### config.mk
export PLATFORM = sky130hd
export DESIGN_NAME = rdsbr_device_flat
export DESIGN_NICKNAME = d
export VERILOG_FILES = /design/src/rdsbr_pkg.sv /design/src/rdsbr_if.sv /design/src/rdsbr_device.sv /design/src/flat_wrapper.sv
export SDC_FILE = /design/constraint.sdc
export NUM_CORES = 1
export LEC_CHECK = 0
export BUFFER_PORTS_ARGS = -buffer_cell sky130_fd_sc_hd__buf_2
export CORE_ASPECT_RATIO = 1.5
export CORE_UTILIZATION = 36
export CTS_BUF_LIST = sky130_fd_sc_hd__clkbuf_8
export CTS_CLUSTER_DIAMETER = 60
export DETAILED_ROUTE_END_ITERATION = 8
export GPL_ROUTABILITY_DRIVEN = 0
export GPL_TIMING_DRIVEN = 0
export PLACE_DENSITY_LB_ADDON = 0.25
export SYNTH_ARGS = -nofsm -noshare
export SYNTH_HDL_FRONTEND = slang
export SYNTH_SLANG_ARGS = --single-unit
### constraint.sdc
create_clock -name mclk -period 3.3 [get_ports mclk]
set_clock_uncertainty 0.05 [all_clocks]
set_input_delay 0.33 -clock mclk [delete_from_list [all_inputs] [get_ports mclk]]
set_output_delay 0.33 -clock mclk [all_outputs]
set_load 0.01 [all_outputs]
### src/rdsbr_pkg.sv
// Shared constants for the decoder serial readout port and its host
package rdsbr_pkg;
  // Serial format
  localparam int ADDR_W = 8;
  localparam logic [7:0] ADDR_READ = 8'hA5;
  localparam logic [7:0] ADDR_WRITE = 8'hA4;
  localparam int CMD_W = 8;
  // Block store
  localparam int BUF_DEPTH = 24;
  localparam int BLK_W = 16;
  localparam int FLAG_W = 2;
  localparam int FULL_POS = 17;
  localparam int EMPTY_POS = 16;
  // Timing at the core clock
  localparam int CLK_KHZ = 125000;
  localparam int HOLDOFF_US = 265;
  localparam int HOLDOFF_CYC = HOLDOFF_US * CLK_KHZ / 1000;
  localparam int MIN_PHASE_NS = 750;
  localparam int HALF_CYC = (MIN_PHASE_NS * CLK_KHZ + 999999) / 1000000;
  localparam int CE_MAX_MS = 20;
  // Values after reset
  localparam logic RST_CE = 1'b0;
  localparam logic RST_STB = 1'b0;
endpackage

### src/rdsbr_if.sv
// Link between decoder readout port and controlling host
`timescale 1ns/1ps
`default_nettype none
interface rdsbr_if;
  logic chip_enable;
  logic shift_strobe;
  logic serial_in_line;
  logic reply_out;
  logic reply_oe;
  logic reply_line;

  // Open-drain line with pull-up
  assign reply_line = reply_oe ? reply_out : 1'b1;

  modport dev  (input chip_enable, shift_strobe, serial_in_line, reply_line,
                output reply_out, reply_oe);
  modport host (output chip_enable, shift_strobe, serial_in_line,
                input reply_line);
endinterface
`default_nettype wire

### src/rdsbr_device.sv
// Decoder end: block store, request line and serial readout
// Behaviour
// Eight-bit address field opens every transfer; a longer field is accepted and decoded on its last eight bits
// No service until oscillator runs
// Buffer holds up to twenty-four blocks
// Stored block pulls request line low
// Line held high 265 us after readout
// Empty buffer keeps line high
// Remaining data: line low after holdoff
// High while unsynchronized, low at lock
// Readout within 480 ms avoids overwrite
// Readout within 20 ms after holdoff
// Several blocks readable per enable period
// Host keeps enable-high period under 20 ms
// Empty and full flags in read data
// No request: read data all zeros
// Host attributes shared-line requests by timing
// Host preferably gives dedicated enable lines
// Address with enable low, then data
`timescale 1ns/1ps
`default_nettype none
module rdsbr_device #(
  parameter int DEPTH          = rdsbr_pkg::BUF_DEPTH,
  parameter int DATA_W         = rdsbr_pkg::BLK_W,
  parameter int HOLDOFF_CYCLES = rdsbr_pkg::HOLDOFF_CYC
) (
  // Clock and reset
  input  wire logic              mclk,
  input  wire logic              rst_n,
  input  wire logic              clk_en,
  // Serial link
  rdsbr_if.dev                   link,
  // Decoder side
  input  wire logic              osc_running,
  input  wire logic              sync_reset,
  input  wire logic              sync_locked,
  input  wire logic              blk_valid,
  input  wire logic [DATA_W-1:0] blk_data,
  // Control bytes written by the host
  output logic                   cmd_valid,
  output logic [7:0]             cmd_byte,
  // Status
  output logic                   request_active
);
  localparam int OUT_W = DATA_W + rdsbr_pkg::FLAG_W;
  localparam int PW = $clog2(DEPTH);
  localparam int CW = $clog2(DEPTH + 1);
  localparam int BW = $clog2(OUT_W);
  localparam int HW = $clog2(HOLDOFF_CYCLES + 1);
  localparam logic [CW-1:0] DEPTH_C = CW'(DEPTH);
  localparam logic [BW-1:0] LAST_BIT = BW'(OUT_W - 1);
  localparam logic [HW-1:0] HOLD_C = HW'(HOLDOFF_CYCLES);

  generate
    if (DEPTH < 2 || DATA_W < 1 || HOLDOFF_CYCLES < 1) begin : g_bad
      $error("rdsbr_device: unsupported parameters");
    end
  endgenerate

  typedef enum logic [1:0] {ST_IDLE, ST_READ, ST_WRITE, ST_SKIP} rdsbr_dev_state_t;

  // Wrap-around pointer step
  function automatic logic [PW-1:0] ptr_step(input logic [PW-1:0] p);
    ptr_step = (p == PW'(DEPTH - 1)) ? '0 : p + PW'(1);
  endfunction

  // Read word with flags, or zeros when nothing is served
  function automatic logic [OUT_W-1:0] make_word(input logic served, input logic [CW-1:0] cnt,
                                                 input logic [DATA_W-1:0] d);
    if (!served || cnt == '0) begin
      make_word = '0;
    end else begin
      make_word = {cnt == DEPTH_C, cnt == CW'(1), d};
    end
  endfunction

  ////////////////////////////////////////////////////////////////////////////
  // Pin synchronisers
  logic [2:0] ce_q;
  logic [2:0] stb_q;
  logic [1:0] din_q;
  logic       ce_rise;
  logic       ce_fall;
  logic       stb_rise;
  logic       stb_fall;

  // Two flops before use, third stage for edge finding
  always_ff @(posedge mclk or negedge rst_n) begin
    if (!rst_n) begin
      ce_q  <= '0;
      stb_q <= '0;
      din_q <= '0;
    end else if (clk_en) begin
      ce_q  <= {ce_q[1:0], link.chip_enable};
      stb_q <= {stb_q[1:0], link.shift_strobe};
      din_q <= {din_q[0], link.serial_in_line};
    end
  end

  assign ce_rise  = ce_q[1] & ~ce_q[2];
  assign ce_fall  = ~ce_q[1] & ce_q[2];
  assign stb_rise = stb_q[1] & ~stb_q[2];
  assign stb_fall = ~stb_q[1] & stb_q[2];

  ////////////////////////////////////////////////////////////////////////////
  // Block store
  logic [DATA_W-1:0] mem [DEPTH];
  logic [PW-1:0]     wr_ptr_reg;
  logic [PW-1:0]     rd_ptr_reg;
  logic [CW-1:0]     count_reg;
  logic              pop;
  logic              unsync_reg;
  logic [CW-1:0]     count_next;

  // Store array, written once per decoded block
  always_ff @(posedge mclk) begin
    if (clk_en && blk_valid && !sync_reset) begin
      mem[wr_ptr_reg] <= blk_data;
    end
  end

  // A full store drops its oldest block when a new one arrives
  always_comb begin
    count_next = count_reg;
    if (blk_valid && !pop && count_reg != DEPTH_C) begin
      count_next = count_reg + CW'(1);
    end else if (pop && !blk_valid) begin
      count_next = count_reg - CW'(1);
    end
  end

  // Pointers and fill level
  always_ff @(posedge mclk or negedge rst_n) begin
    if (!rst_n) begin
      wr_ptr_reg <= '0;
      rd_ptr_reg <= '0;
      count_reg  <= '0;
    end else if (clk_en) begin
      if (sync_reset) begin
        wr_ptr_reg <= '0;
        rd_ptr_reg <= '0;
        count_reg  <= '0;
      end else begin
        if (blk_valid) begin
          wr_ptr_reg <= ptr_step(wr_ptr_reg);
        end
        if (pop || (blk_valid && count_reg == DEPTH_C)) begin
          rd_ptr_reg <= ptr_step(rd_ptr_reg);
        end
        count_reg <= count_next;
      end
    end
  end

  // Unsynchronized after a sync reset until lock
  always_ff @(posedge mclk or negedge rst_n) begin
    if (!rst_n) begin
      unsync_reg <= 1'b1;
    end else if (clk_en) begin
      if (sync_reset) begin
        unsync_reg <= 1'b1;
      end else if (sync_locked) begin
        unsync_reg <= 1'b0;
      end
    end
  end

  ////////////////////////////////////////////////////////////////////////////
  // Transfer control
  rdsbr_dev_state_t  state_reg;
  logic [7:0]        addr_reg;
  logic [3:0]        addr_cnt_reg;
  logic              served_reg;
  logic [OUT_W-1:0]  out_sh_reg;
  logic [BW-1:0]     bit_cnt_reg;
  logic [7:0]        in_sh_reg;
  logic [2:0]        in_cnt_reg;
  logic [HW-1:0]     hold_reg;
  logic              req;
  logic              last_out;

  assign req = osc_running && !unsync_reg && count_reg != '0 && hold_reg == '0;
  assign last_out = state_reg == ST_READ && stb_fall && bit_cnt_reg == LAST_BIT;
  assign pop = last_out && served_reg && count_reg != '0;

  // Address collection while enable is low, decode on its rise
  always_ff @(posedge mclk or negedge rst_n) begin
    if (!rst_n) begin
      state_reg    <= ST_IDLE;
      addr_reg     <= '0;
      addr_cnt_reg <= '0;
      served_reg   <= 1'b0;
    end else if (clk_en) begin
      case (state_reg)
        ST_IDLE: begin
          if (ce_rise) begin
            addr_cnt_reg <= '0;
            if (!osc_running || addr_cnt_reg != 4'(rdsbr_pkg::ADDR_W)) begin
              state_reg <= ST_SKIP;
            end else if (addr_reg == rdsbr_pkg::ADDR_READ) begin
              state_reg  <= ST_READ;
              served_reg <= req;
            end else if (addr_reg == rdsbr_pkg::ADDR_WRITE) begin
              state_reg <= ST_WRITE;
            end else begin
              state_reg <= ST_SKIP;
            end
          end else if (stb_rise && !ce_q[1]) begin
            addr_reg <= {addr_reg[6:0], din_q[1]};
            if (addr_cnt_reg != 4'(rdsbr_pkg::ADDR_W)) begin
              addr_cnt_reg <= addr_cnt_reg + 4'(1);
            end
          end
        end
        ST_READ, ST_WRITE, ST_SKIP: begin
          if (ce_fall) begin
            state_reg <= ST_IDLE;
          end
        end
        default: state_reg <= ST_IDLE;
      endcase
    end
  end

  // Read shifter: next bit after each falling strobe, blocks back to back
  always_ff @(posedge mclk or negedge rst_n) begin
    if (!rst_n) begin
      out_sh_reg  <= '0;
      bit_cnt_reg <= '0;
    end else if (clk_en) begin
      if (state_reg == ST_IDLE && ce_rise) begin
        out_sh_reg  <= make_word(req, count_reg, mem[rd_ptr_reg]);
        bit_cnt_reg <= '0;
      end else if (last_out) begin
        out_sh_reg  <= make_word(served_reg, count_next, mem[ptr_step(rd_ptr_reg)]);
        bit_cnt_reg <= '0;
      end else if (state_reg == ST_READ && stb_fall) begin
        out_sh_reg  <= {out_sh_reg[OUT_W-2:0], 1'b0};
        bit_cnt_reg <= bit_cnt_reg + BW'(1);
      end
    end
  end

  // Write shifter: a byte per eight rising strobes
  always_ff @(posedge mclk or negedge rst_n) begin
    if (!rst_n) begin
      in_sh_reg  <= '0;
      in_cnt_reg <= '0;
      cmd_valid  <= 1'b0;
      cmd_byte   <= '0;
    end else if (clk_en) begin
      cmd_valid <= 1'b0;
      if (state_reg != ST_WRITE) begin
        in_cnt_reg <= '0;
      end else if (stb_rise) begin
        in_sh_reg  <= {in_sh_reg[6:0], din_q[1]};
        in_cnt_reg <= in_cnt_reg + 3'(1);
        if (in_cnt_reg == 3'(7)) begin
          cmd_valid <= 1'b1;
          cmd_byte  <= {in_sh_reg[6:0], din_q[1]};
        end
      end
    end
  end

  // Holdoff after each readout once enable falls
  always_ff @(posedge mclk or negedge rst_n) begin
    if (!rst_n) begin
      hold_reg <= '0;
    end else if (clk_en) begin
      if (state_reg == ST_READ && ce_fall) begin
        hold_reg <= HOLD_C;
      end else if (hold_reg != '0) begin
        hold_reg <= hold_reg - HW'(1);
      end
    end
  end

  ////////////////////////////////////////////////////////////////////////////
  // Open-drain request and data line
  always_ff @(posedge mclk or negedge rst_n) begin
    if (!rst_n) begin
      link.reply_oe  <= 1'b0;
      link.reply_out <= 1'b0;
      request_active <= 1'b0;
    end else if (clk_en) begin
      link.reply_out <= 1'b0;
      request_active <= req;
      if (state_reg == ST_READ) begin
        link.reply_oe <= ~out_sh_reg[OUT_W-1];
      end else begin
        link.reply_oe <= req;
      end
    end
  end
endmodule // rdsbr_device
`default_nettype wire

### src/flat_wrapper.sv
// flat-port wrapper written by rule: the top's interface ports become plain ports
module rdsbr_device_flat 
#(
  parameter int DEPTH          = rdsbr_pkg::BUF_DEPTH,
  parameter int DATA_W         = rdsbr_pkg::BLK_W,
  parameter int HOLDOFF_CYCLES = rdsbr_pkg::HOLDOFF_CYC
)
  (mclk, rst_n, clk_en, osc_running, sync_reset, sync_locked, blk_valid, blk_data, cmd_valid, cmd_byte, request_active, link_chip_enable, link_shift_strobe, link_serial_in_line, link_reply_out, link_reply_oe);
  rdsbr_if link_i ();
  input  wire logic mclk;
  input  wire logic rst_n;
  input  wire logic clk_en;
  input  wire logic osc_running;
  input  wire logic sync_reset;
  input  wire logic sync_locked;
  input  wire logic blk_valid;
  input  wire logic [DATA_W-1:0] blk_data;
  output logic cmd_valid;
  output logic [7:0] cmd_byte;
  output logic request_active;
  input wire logic [$bits(link_i.chip_enable)-1:0] link_chip_enable;
  input wire logic [$bits(link_i.shift_strobe)-1:0] link_shift_strobe;
  input wire logic [$bits(link_i.serial_in_line)-1:0] link_serial_in_line;
  output wire logic [$bits(link_i.reply_out)-1:0] link_reply_out;
  output wire logic [$bits(link_i.reply_oe)-1:0] link_reply_oe;
  assign link_i.chip_enable = link_chip_enable;
  assign link_i.shift_strobe = link_shift_strobe;
  assign link_i.serial_in_line = link_serial_in_line;
  assign link_reply_out = link_i.reply_out;
  assign link_reply_oe = link_i.reply_oe;
  rdsbr_device #(.DEPTH(DEPTH), .DATA_W(DATA_W), .HOLDOFF_CYCLES(HOLDOFF_CYCLES)) u_core (.mclk(mclk), .rst_n(rst_n), .clk_en(clk_en), .link(link_i), .osc_running(osc_running), .sync_reset(sync_reset), .sync_locked(sync_locked), .blk_valid(blk_valid), .blk_data(blk_data), .cmd_valid(cmd_valid), .cmd_byte(cmd_byte), .request_active(request_active));
endmodule
==> impl_metrics.ini, run 1 <==
[run_status]
outcome = finished, violations left
violations = setup timing

[global_route]
grt-ovfl-total = 0
grt_pass1_vias = 16924
grtUsageTotal_pct = 25.4
grt_pass1_wl_mm = 117
antenna_found_initial = 5
grt_start_max_net_pins = 59

[critical_path]
crit_buf_inv = 2
crit_path_top_delay_cell = nor3_1
end_kind = register
critPathMaxFanout = 10
critPathLaunch = u_core.rd_ptr_reg[0]$_DFFE_PN0P_
crit_type = register to register
critPathMaxStageDelay_ns = 0.57
worstPathArrival_ns = 3.84
r2r_setup_slack_ns = -0.009
path_depth = 9
rr_endpoint = u_core.out_sh_reg[10]$_DFFE_PN0P_
timing.rr.start = u_core.rd_ptr_reg[0]$_DFFE_PN0P_
cp_cell_sequence = ha_1 > clkbuf_4 > and4b_1 > a21oi_4 > nand2_1 > clkbuf_2 > nor3_1 > or4_1 > o22ai_1
start_kind = register
required_ns = 3.84
cp_top_family = simple AND/OR/NAND/NOR gates
reg2regPathDepth = 9

[power_and_ir_drop]
peakVddDrop_mv = 0.283
switching_share_pct = 26.1
p_leak_nw = 8.91
clockPowerShare_pct = 38.1
combinationalPowerShare_pct = 8.3
p_switching_mw = 3.50
p_int_mw = 9.92
p_seq_share_pct = 53.6
power_density_mw_per_mm2 = 508

[floorplanning]
die_y_um = 312
rows = 113
die_x_um = 209
io_pins = 38
coreArea_mm2 = 0.0633
die_area_mm2 = 0.0652
start_util_pct = 36.5

[synthesis]
synthMuxAreaShare_pct = 17.5
yosysWarnings = 0
ys_ff_latch = 483
synthFlopType = edfxtp_1
synthSimpleGateAreaFrac_pct = 8.62
seq_area_frac_synth_pct = 60.7
synth_edf_count = 384
synth_fa_ha_area_share_pct = 0.867
synth.distinct_cells = 78
synth_top_family_by_area = multiplexers
synth-compound-area-share_pct = 8.92
synth_cells = 1617
synth-xor-area-share_pct = 0.753
syn_avg_cell_area_um2 = 14.3
syn_nets = 1659
synthesis.area_mm2 = 0.0231
async_flop_share_pct = 20.5

[clock_tree]
clk_path_buf_depth = 3
cts_tree = done
cts_sinks = 483
clk_latency_ns = 0.71
path_clk_slew_ns = 0.07
cts_buffers = 78
cts_htree_levels = 3
cts_root_buf = clkbuf_8

[detailed_routing]
wl_mm = 82.4
drc = 0
firstDrtPassIters = 8
vias_per_cell = 6.24
antenna_left = 0
wire_per_inst_um = 31.4
vias = 16362
drt_iter0_markers = 1814

[job]
drv_cap = 0

[timing]
worst_slew_pin_slew_ns = 1.28
finalSetupViolations = 1
fin_ws_ns = -0.00865
finalCritPeriodShare_pct = 100
post-route-min-period_ns = 3.31
slew_headroom_pct = 14.4
final-hold-violation-count = 0
fmax_ghz = 0.302
slew_viol_final = 0
timing.hold.ws_ns = 0.0339

[min_path]
hold_depth = 1
min_path_type = input pin to register
hold_path_startpoint = blk_data[3]
whs_endpoint = u_core.mem[23][3]$_DFFE_PP_

[cells_and_area]
fillCellCount = 5844
largest_reg_flops = 384
drive_gt1_share_pct = 24.2
multi_input_area_mm2 = 0.00866
final_net_count = 1799
syn_to_final_growth_pct = 14.5
register_area_mm2 = 0.0140
final_util_pct = 41.7

[place]
place.detailed.hpwl_mm = 56.8
port_buffers = 34
[worst max-delay path by stage]
stage                                              to  slack (ns)
floorplan           u_core.out_sh_reg[11]$_DFFE_PN0P_        0.61
global placement           u_core.mem[0][0]$_DFFE_PP_       -0.92
detailed placement  u_core.out_sh_reg[10]$_DFFE_PN0P_       -0.83
CTS                  u_core.out_sh_reg[1]$_DFFE_PN0P_      0.0001
global route        u_core.out_sh_reg[12]$_DFFE_PN0P_      -0.007
finish              u_core.out_sh_reg[10]$_DFFE_PN0P_      -0.009
[stage by stage]
| stage | cells | instance area (um^2) | setup WS [ns] | TNS, ns | total power, mW |
|---|---|---|---|---|---|
| 2_1_floorplan | 1617 | 23100 | 0.614 | 0 | 7.91 |
| 3_3_place_gp | 2456 | 24300 | -0.922 | -269.94 | 8.31 |
| 3_5_place_dp | 2474 | 24700 | -0.827 | -10.37 | 8.38 |
| 4_1_cts | 2620 | 26300 | 0.000120 | 0 | 13.4 |
| 5_1_grt | 2621 | 26400 | -0.00697 | -0.00697 | 13.9 |
| 6_report | 2622 | 26400 | -0.00865 | -0.00865 | 13.4 |
[routing by layer]
| layer | vias up | global-route usage (%) | routed length (um) |
|---|---|---|---|
| met2 | 1046 | 44.4 | 41600 |
| met1 | 8253 | 27.3 | 27300 |
| li1 | 6709 | - | - |
| met5 | - | 0 | 26 |
| met3 | 350 | 4.61 | 6790 |
| met4 | 4 | 18.8 | 6700 |
[power groups by stage]
stage	clock network [mW]	logic, mW	registers [mW]
CTS	5.17	1.10	7.18
detailed placement	0	1.08	7.30
global route	5.41	1.24	7.23
floorplan	0	0.711	7.20
global placement	0	1.02	7.29
finish	5.11	1.11	7.19
[final cells by class]
type                    count  share of cell area [%]
clock inverters            50                    1.04
plain buffers             106                    2.34
repair buffers             61                    2.13
multi-input cells        1006                    32.8
flip-flops and latches    483                    53.0
inverters                  21                   0.298
diodes                      2                  0.0189
well taps                 805                    3.81
clock buffers              88                    4.58
[logic make-up after synthesis]
logic type,Yosys count
AO/OA/AOI/OAI,312
XOR/XNOR,19
adder cells (fa/ha/maj),16
buffers and inverters,128
flip-flops,483
multiplexers,247
other,1
AND/OR/NAND/NOR,411
[cell usage after synthesis (all sizes together) (3+ instances only)]
master   instances  area share (%)
a21o             4            0.16
clkbuf          38            0.62
and2             5            0.14
dfrtp           98              11
nand3b           3           0.098
xnor2           12            0.46
nor3b            4            0.13
o22ai           27            0.73
a31oi           11            0.30
mux4           123              12
nand4            5            0.20
o221ai           5            0.19
inv             21            0.34
ha              16            0.87
a221oi          42             1.6
a211o            3            0.11
xor2             7            0.30
o211ai           4            0.13
nand3           36            0.78
nor4            12            0.33
nand2          172             2.8
mux2            30             1.5
a2bb2oi          3            0.11
nand2b           7            0.19
o31ai            7            0.23
mux2i           94             4.1
or4             10            0.34
nor2b            5            0.14
and3            13            0.35
o32ai            5            0.19
nor2            83             1.4
a311oi           6            0.23
a211oi          29            0.94
a22o            10            0.38
a21oi           90             2.0
edfxtp         384              50
buf             69             1.7
or3             11            0.30
nand4b           4            0.15
nor3            27            0.61
o21ai           53             1.1
[worst register-to-register path, stage by stage (launching register included)]
cell	delay (ns)
dfrtp_1	0.39
ha_1	0.22
clkbuf_4	0.20
and4b_1	0.27
a21oi_4	0.44
nand2_1	0.37
clkbuf_2	0.42
nor3_1	0.57
or4_1	0.20
o22ai_1	0.07
[what timing repair did]
action	CTS	global route
buffers inserted	3	0
setup endpoints to repair	16	15
resized for setup	39	28
hold buffers	6	0
cloned	0	0
hold endpoints to repair	49	0
pin swaps	2	1
[layout by cell type, fill, tap and decap left out, drive strengths merged, types with 29 or more instances in the layout]
cell type / count
o21ai: 53
clkbuf: 140
edfxtp: 384
nor2: 83
mux2i: 94
nand2: 172
a211oi: 29
mux2: 30
dfrtp: 98
a221oi: 42
mux4: 123
nand3: 36
inv: 43
a21oi: 90
buf: 109
(Power assumes the default switching activity.)
==> inputs of run 2 (changes only) <==
- CELL_PAD_IN_SITES_DETAIL_PLACEMENT: not set -> 1
- CELL_PAD_IN_SITES_GLOBAL_PLACEMENT: not set -> 1
- CORE_MARGIN: not set -> 3
==> run 2 against run 1 <==
  * The run still ends with setup timing left
  * Flip-flop and latch count is the same
  * Critical path depth shrank 1
  * Via count grew 0.22%
  * Cell count grew 0.46%
  * Global-route usage grew 0.74 points
  * Hold slack gained 0.030 ns
  * First-iteration DRC count shrank 10%
  * Clock power grew 4%
  * Count of clock-buffer cells in the layout shrank 2
==> impl_metrics.ini, run 2 (synthesis results as in run 1) <==
[place]
port_buffers = 34
place.detailed.hpwl_mm = 61.0
dpl_worst_slack_ns = -0.716
post-place-cells = 2472
placed_area_mm2 = 0.0246

[timing]
fmax_ghz = 0.295
fin_ws_ns = -0.0865
post-route-min-period_ns = 3.39
final-hold-violation-count = 0
finalCritPeriodShare_pct = 103
worst_slew_pin_slew_ns = 1.35
rsz0062_at_grt = yes
finalSetupViolations = 1
timing.hold.ws_ns = 0.0640
slew_viol_final = 0
slew_headroom_pct = 10.2

[critical_path]
start_kind = register
end_kind = register
timing.rr.start = u_core.rd_ptr_reg[0]$_DFFE_PN0P_
crit_type = register to register
critPathLaunch = u_core.rd_ptr_reg[0]$_DFFE_PN0P_
required_ns = 3.86
critPathMaxFanout = 10
worstPathArrival_ns = 3.94

[floorplanning]
rows = 113
die_y_um = 316
coreArea_mm2 = 0.0635
start_util_pct = 36.4
die_x_um = 213
io_pins = 38
die_area_mm2 = 0.0673

[job]
drv_cap = 0

[cells_and_area]
final_cells = 2634
final_cell_mix = edfxtp_1 (384), nand2_1 (169), mux4_2 (123)
drive_gt1_share_pct = 25.1
final_net_count = 1808
syn_to_final_growth_pct = 15.1
layout_commonest_cell = edfxtp_1
fin_area_mm2 = 0.0266
largest_reg_flops = 384

[power_and_ir_drop]
peakVddDrop_mv = 0.259
p_leak_nw = 8.98
power_density_mw_per_mm2 = 514

[clock_tree]
clk_latency_ns = 0.70
cts_buffers = 78
cts_root_buf = clkbuf_8
clk_path_buf_depth = 3
cts_htree_levels = 3
path_clk_slew_ns = 0.07
cts_sinks = 483
cts_tree = done

[global_route]
grt_start_max_net_pins = 57
grt_pass1_wl_mm = 124
antenna_found_initial = 1
grtUsageTotal_pct = 26.1
grt_pass1_vias = 17481
grt-ovfl-total = 0

[min_path]
min_path_type = input pin to register
hold_path_startpoint = blk_data[11]

[detailed_routing]
wl_mm = 87.6
drt_iter0_markers = 1626
vias = 16398
firstDrtPassIters = 6
vias_per_cell = 6.23
antenna_left = 0
drc = 0
wire_per_inst_um = 33.3

[run_status]
outcome = finished, violations left
violations = setup timing
## run 2: changes by cell type in the layout (fill, tap and decap cells not counted), sizes merged
cell           before  now
clkbuf            140  123
bufinv              2    4
clkinv             21   25
dlygate4sd3         6   11
buf               109  127
diode               2    1
clkdlybuf4s15       0    1
## run 2: critical path, cell delays in order (launching register included)
cell and delay [ns]:
dfrtp_1 0.40, ha_1 0.22, clkbuf_4 0.22, and4b_1 0.28, o21ai_0 1.03, a221oi_1 0.15
nor4_2 0.48, o211ai_1 0.24, o22ai_1 0.21
## run 2: layout make-up
type / count / area [um^2]
fill: 6412 / 36900
sequential: 483 / 14000
multi-input combinational: 1006 / 8710
clock buffer: 86 / 1180
tap: 805 / 1010
buffer: 107 / 629
timing repair buffer: 69 / 596
clock inverter: 56 / 365
inverter: 21 / 78.8
antenna: 1 / 2.50
## run 2: power breakdown
| group | total [mW] | leakage [nW] | switching, mW | internal, mW |
|---|---|---|---|---|
| Sequential | 7.20 | 4.71 | 0.315 | 6.88 |
| Clock | 5.31 | 0.854 | 2.58 | 2.73 |
| Combinational | 1.14 | 3.41 | 0.698 | 0.444 |
| Total | 13.7 | 8.98 | 3.60 | 10.1 |
## run 2: final timing paths
path                                               endpoint  depth (start not counted)  slack (ns)
max                        u_core.out_sh_reg[1]$_DFFE_PN0P_                          8       -0.09
min                            u_core.mem[13][11]$_DFFE_PP_                          1        0.06
max reg2reg                u_core.out_sh_reg[1]$_DFFE_PN0P_                          8       -0.09
min reg2reg                 u_core.in_sh_reg[6]$_DFFE_PN0P_                          2        0.43
max in group asynchronous     u_core.unsync_reg$_DFFE_PN1P_                          3        2.20
min in group asynchronous  u_core.wr_ptr_reg[1]$_DFFE_PN0P_                          2        0.24
## run 2: repair_timing
item,CTS,global route
setup buffers,3,5
endpoints found under the setup margin,16,15
resized for setup,53,31
pin swaps,3,2
hold buffers,11,0
hold endpoints to repair,133,0
## run 2: stage by stage
stage	util (%)	TNS [ns]	total power, mW
after floorplan	-	0	7.91
after global placement	38.2	-361.60	8.33
after detailed placement	38.8	-6.23	8.41
after CTS	41.7	0	13.7
after global routing	41.9	-0.249	14.2
final	41.9	-0.0865	13.7
## run 2: per-layer routing
| layer | share of wire (%) | GRT usage [%] | up-vias |
|---|---|---|---|
| li1 | - | - | 6728 |
| met4 | 6.7 | 16.2 | 0 |
| met1 | 35 | 28.6 | 8552 |
| met2 | 52 | 47.0 | 847 |
| met5 | 0 | 0 | - |
| met3 | 6.3 | 4.04 | 271 |
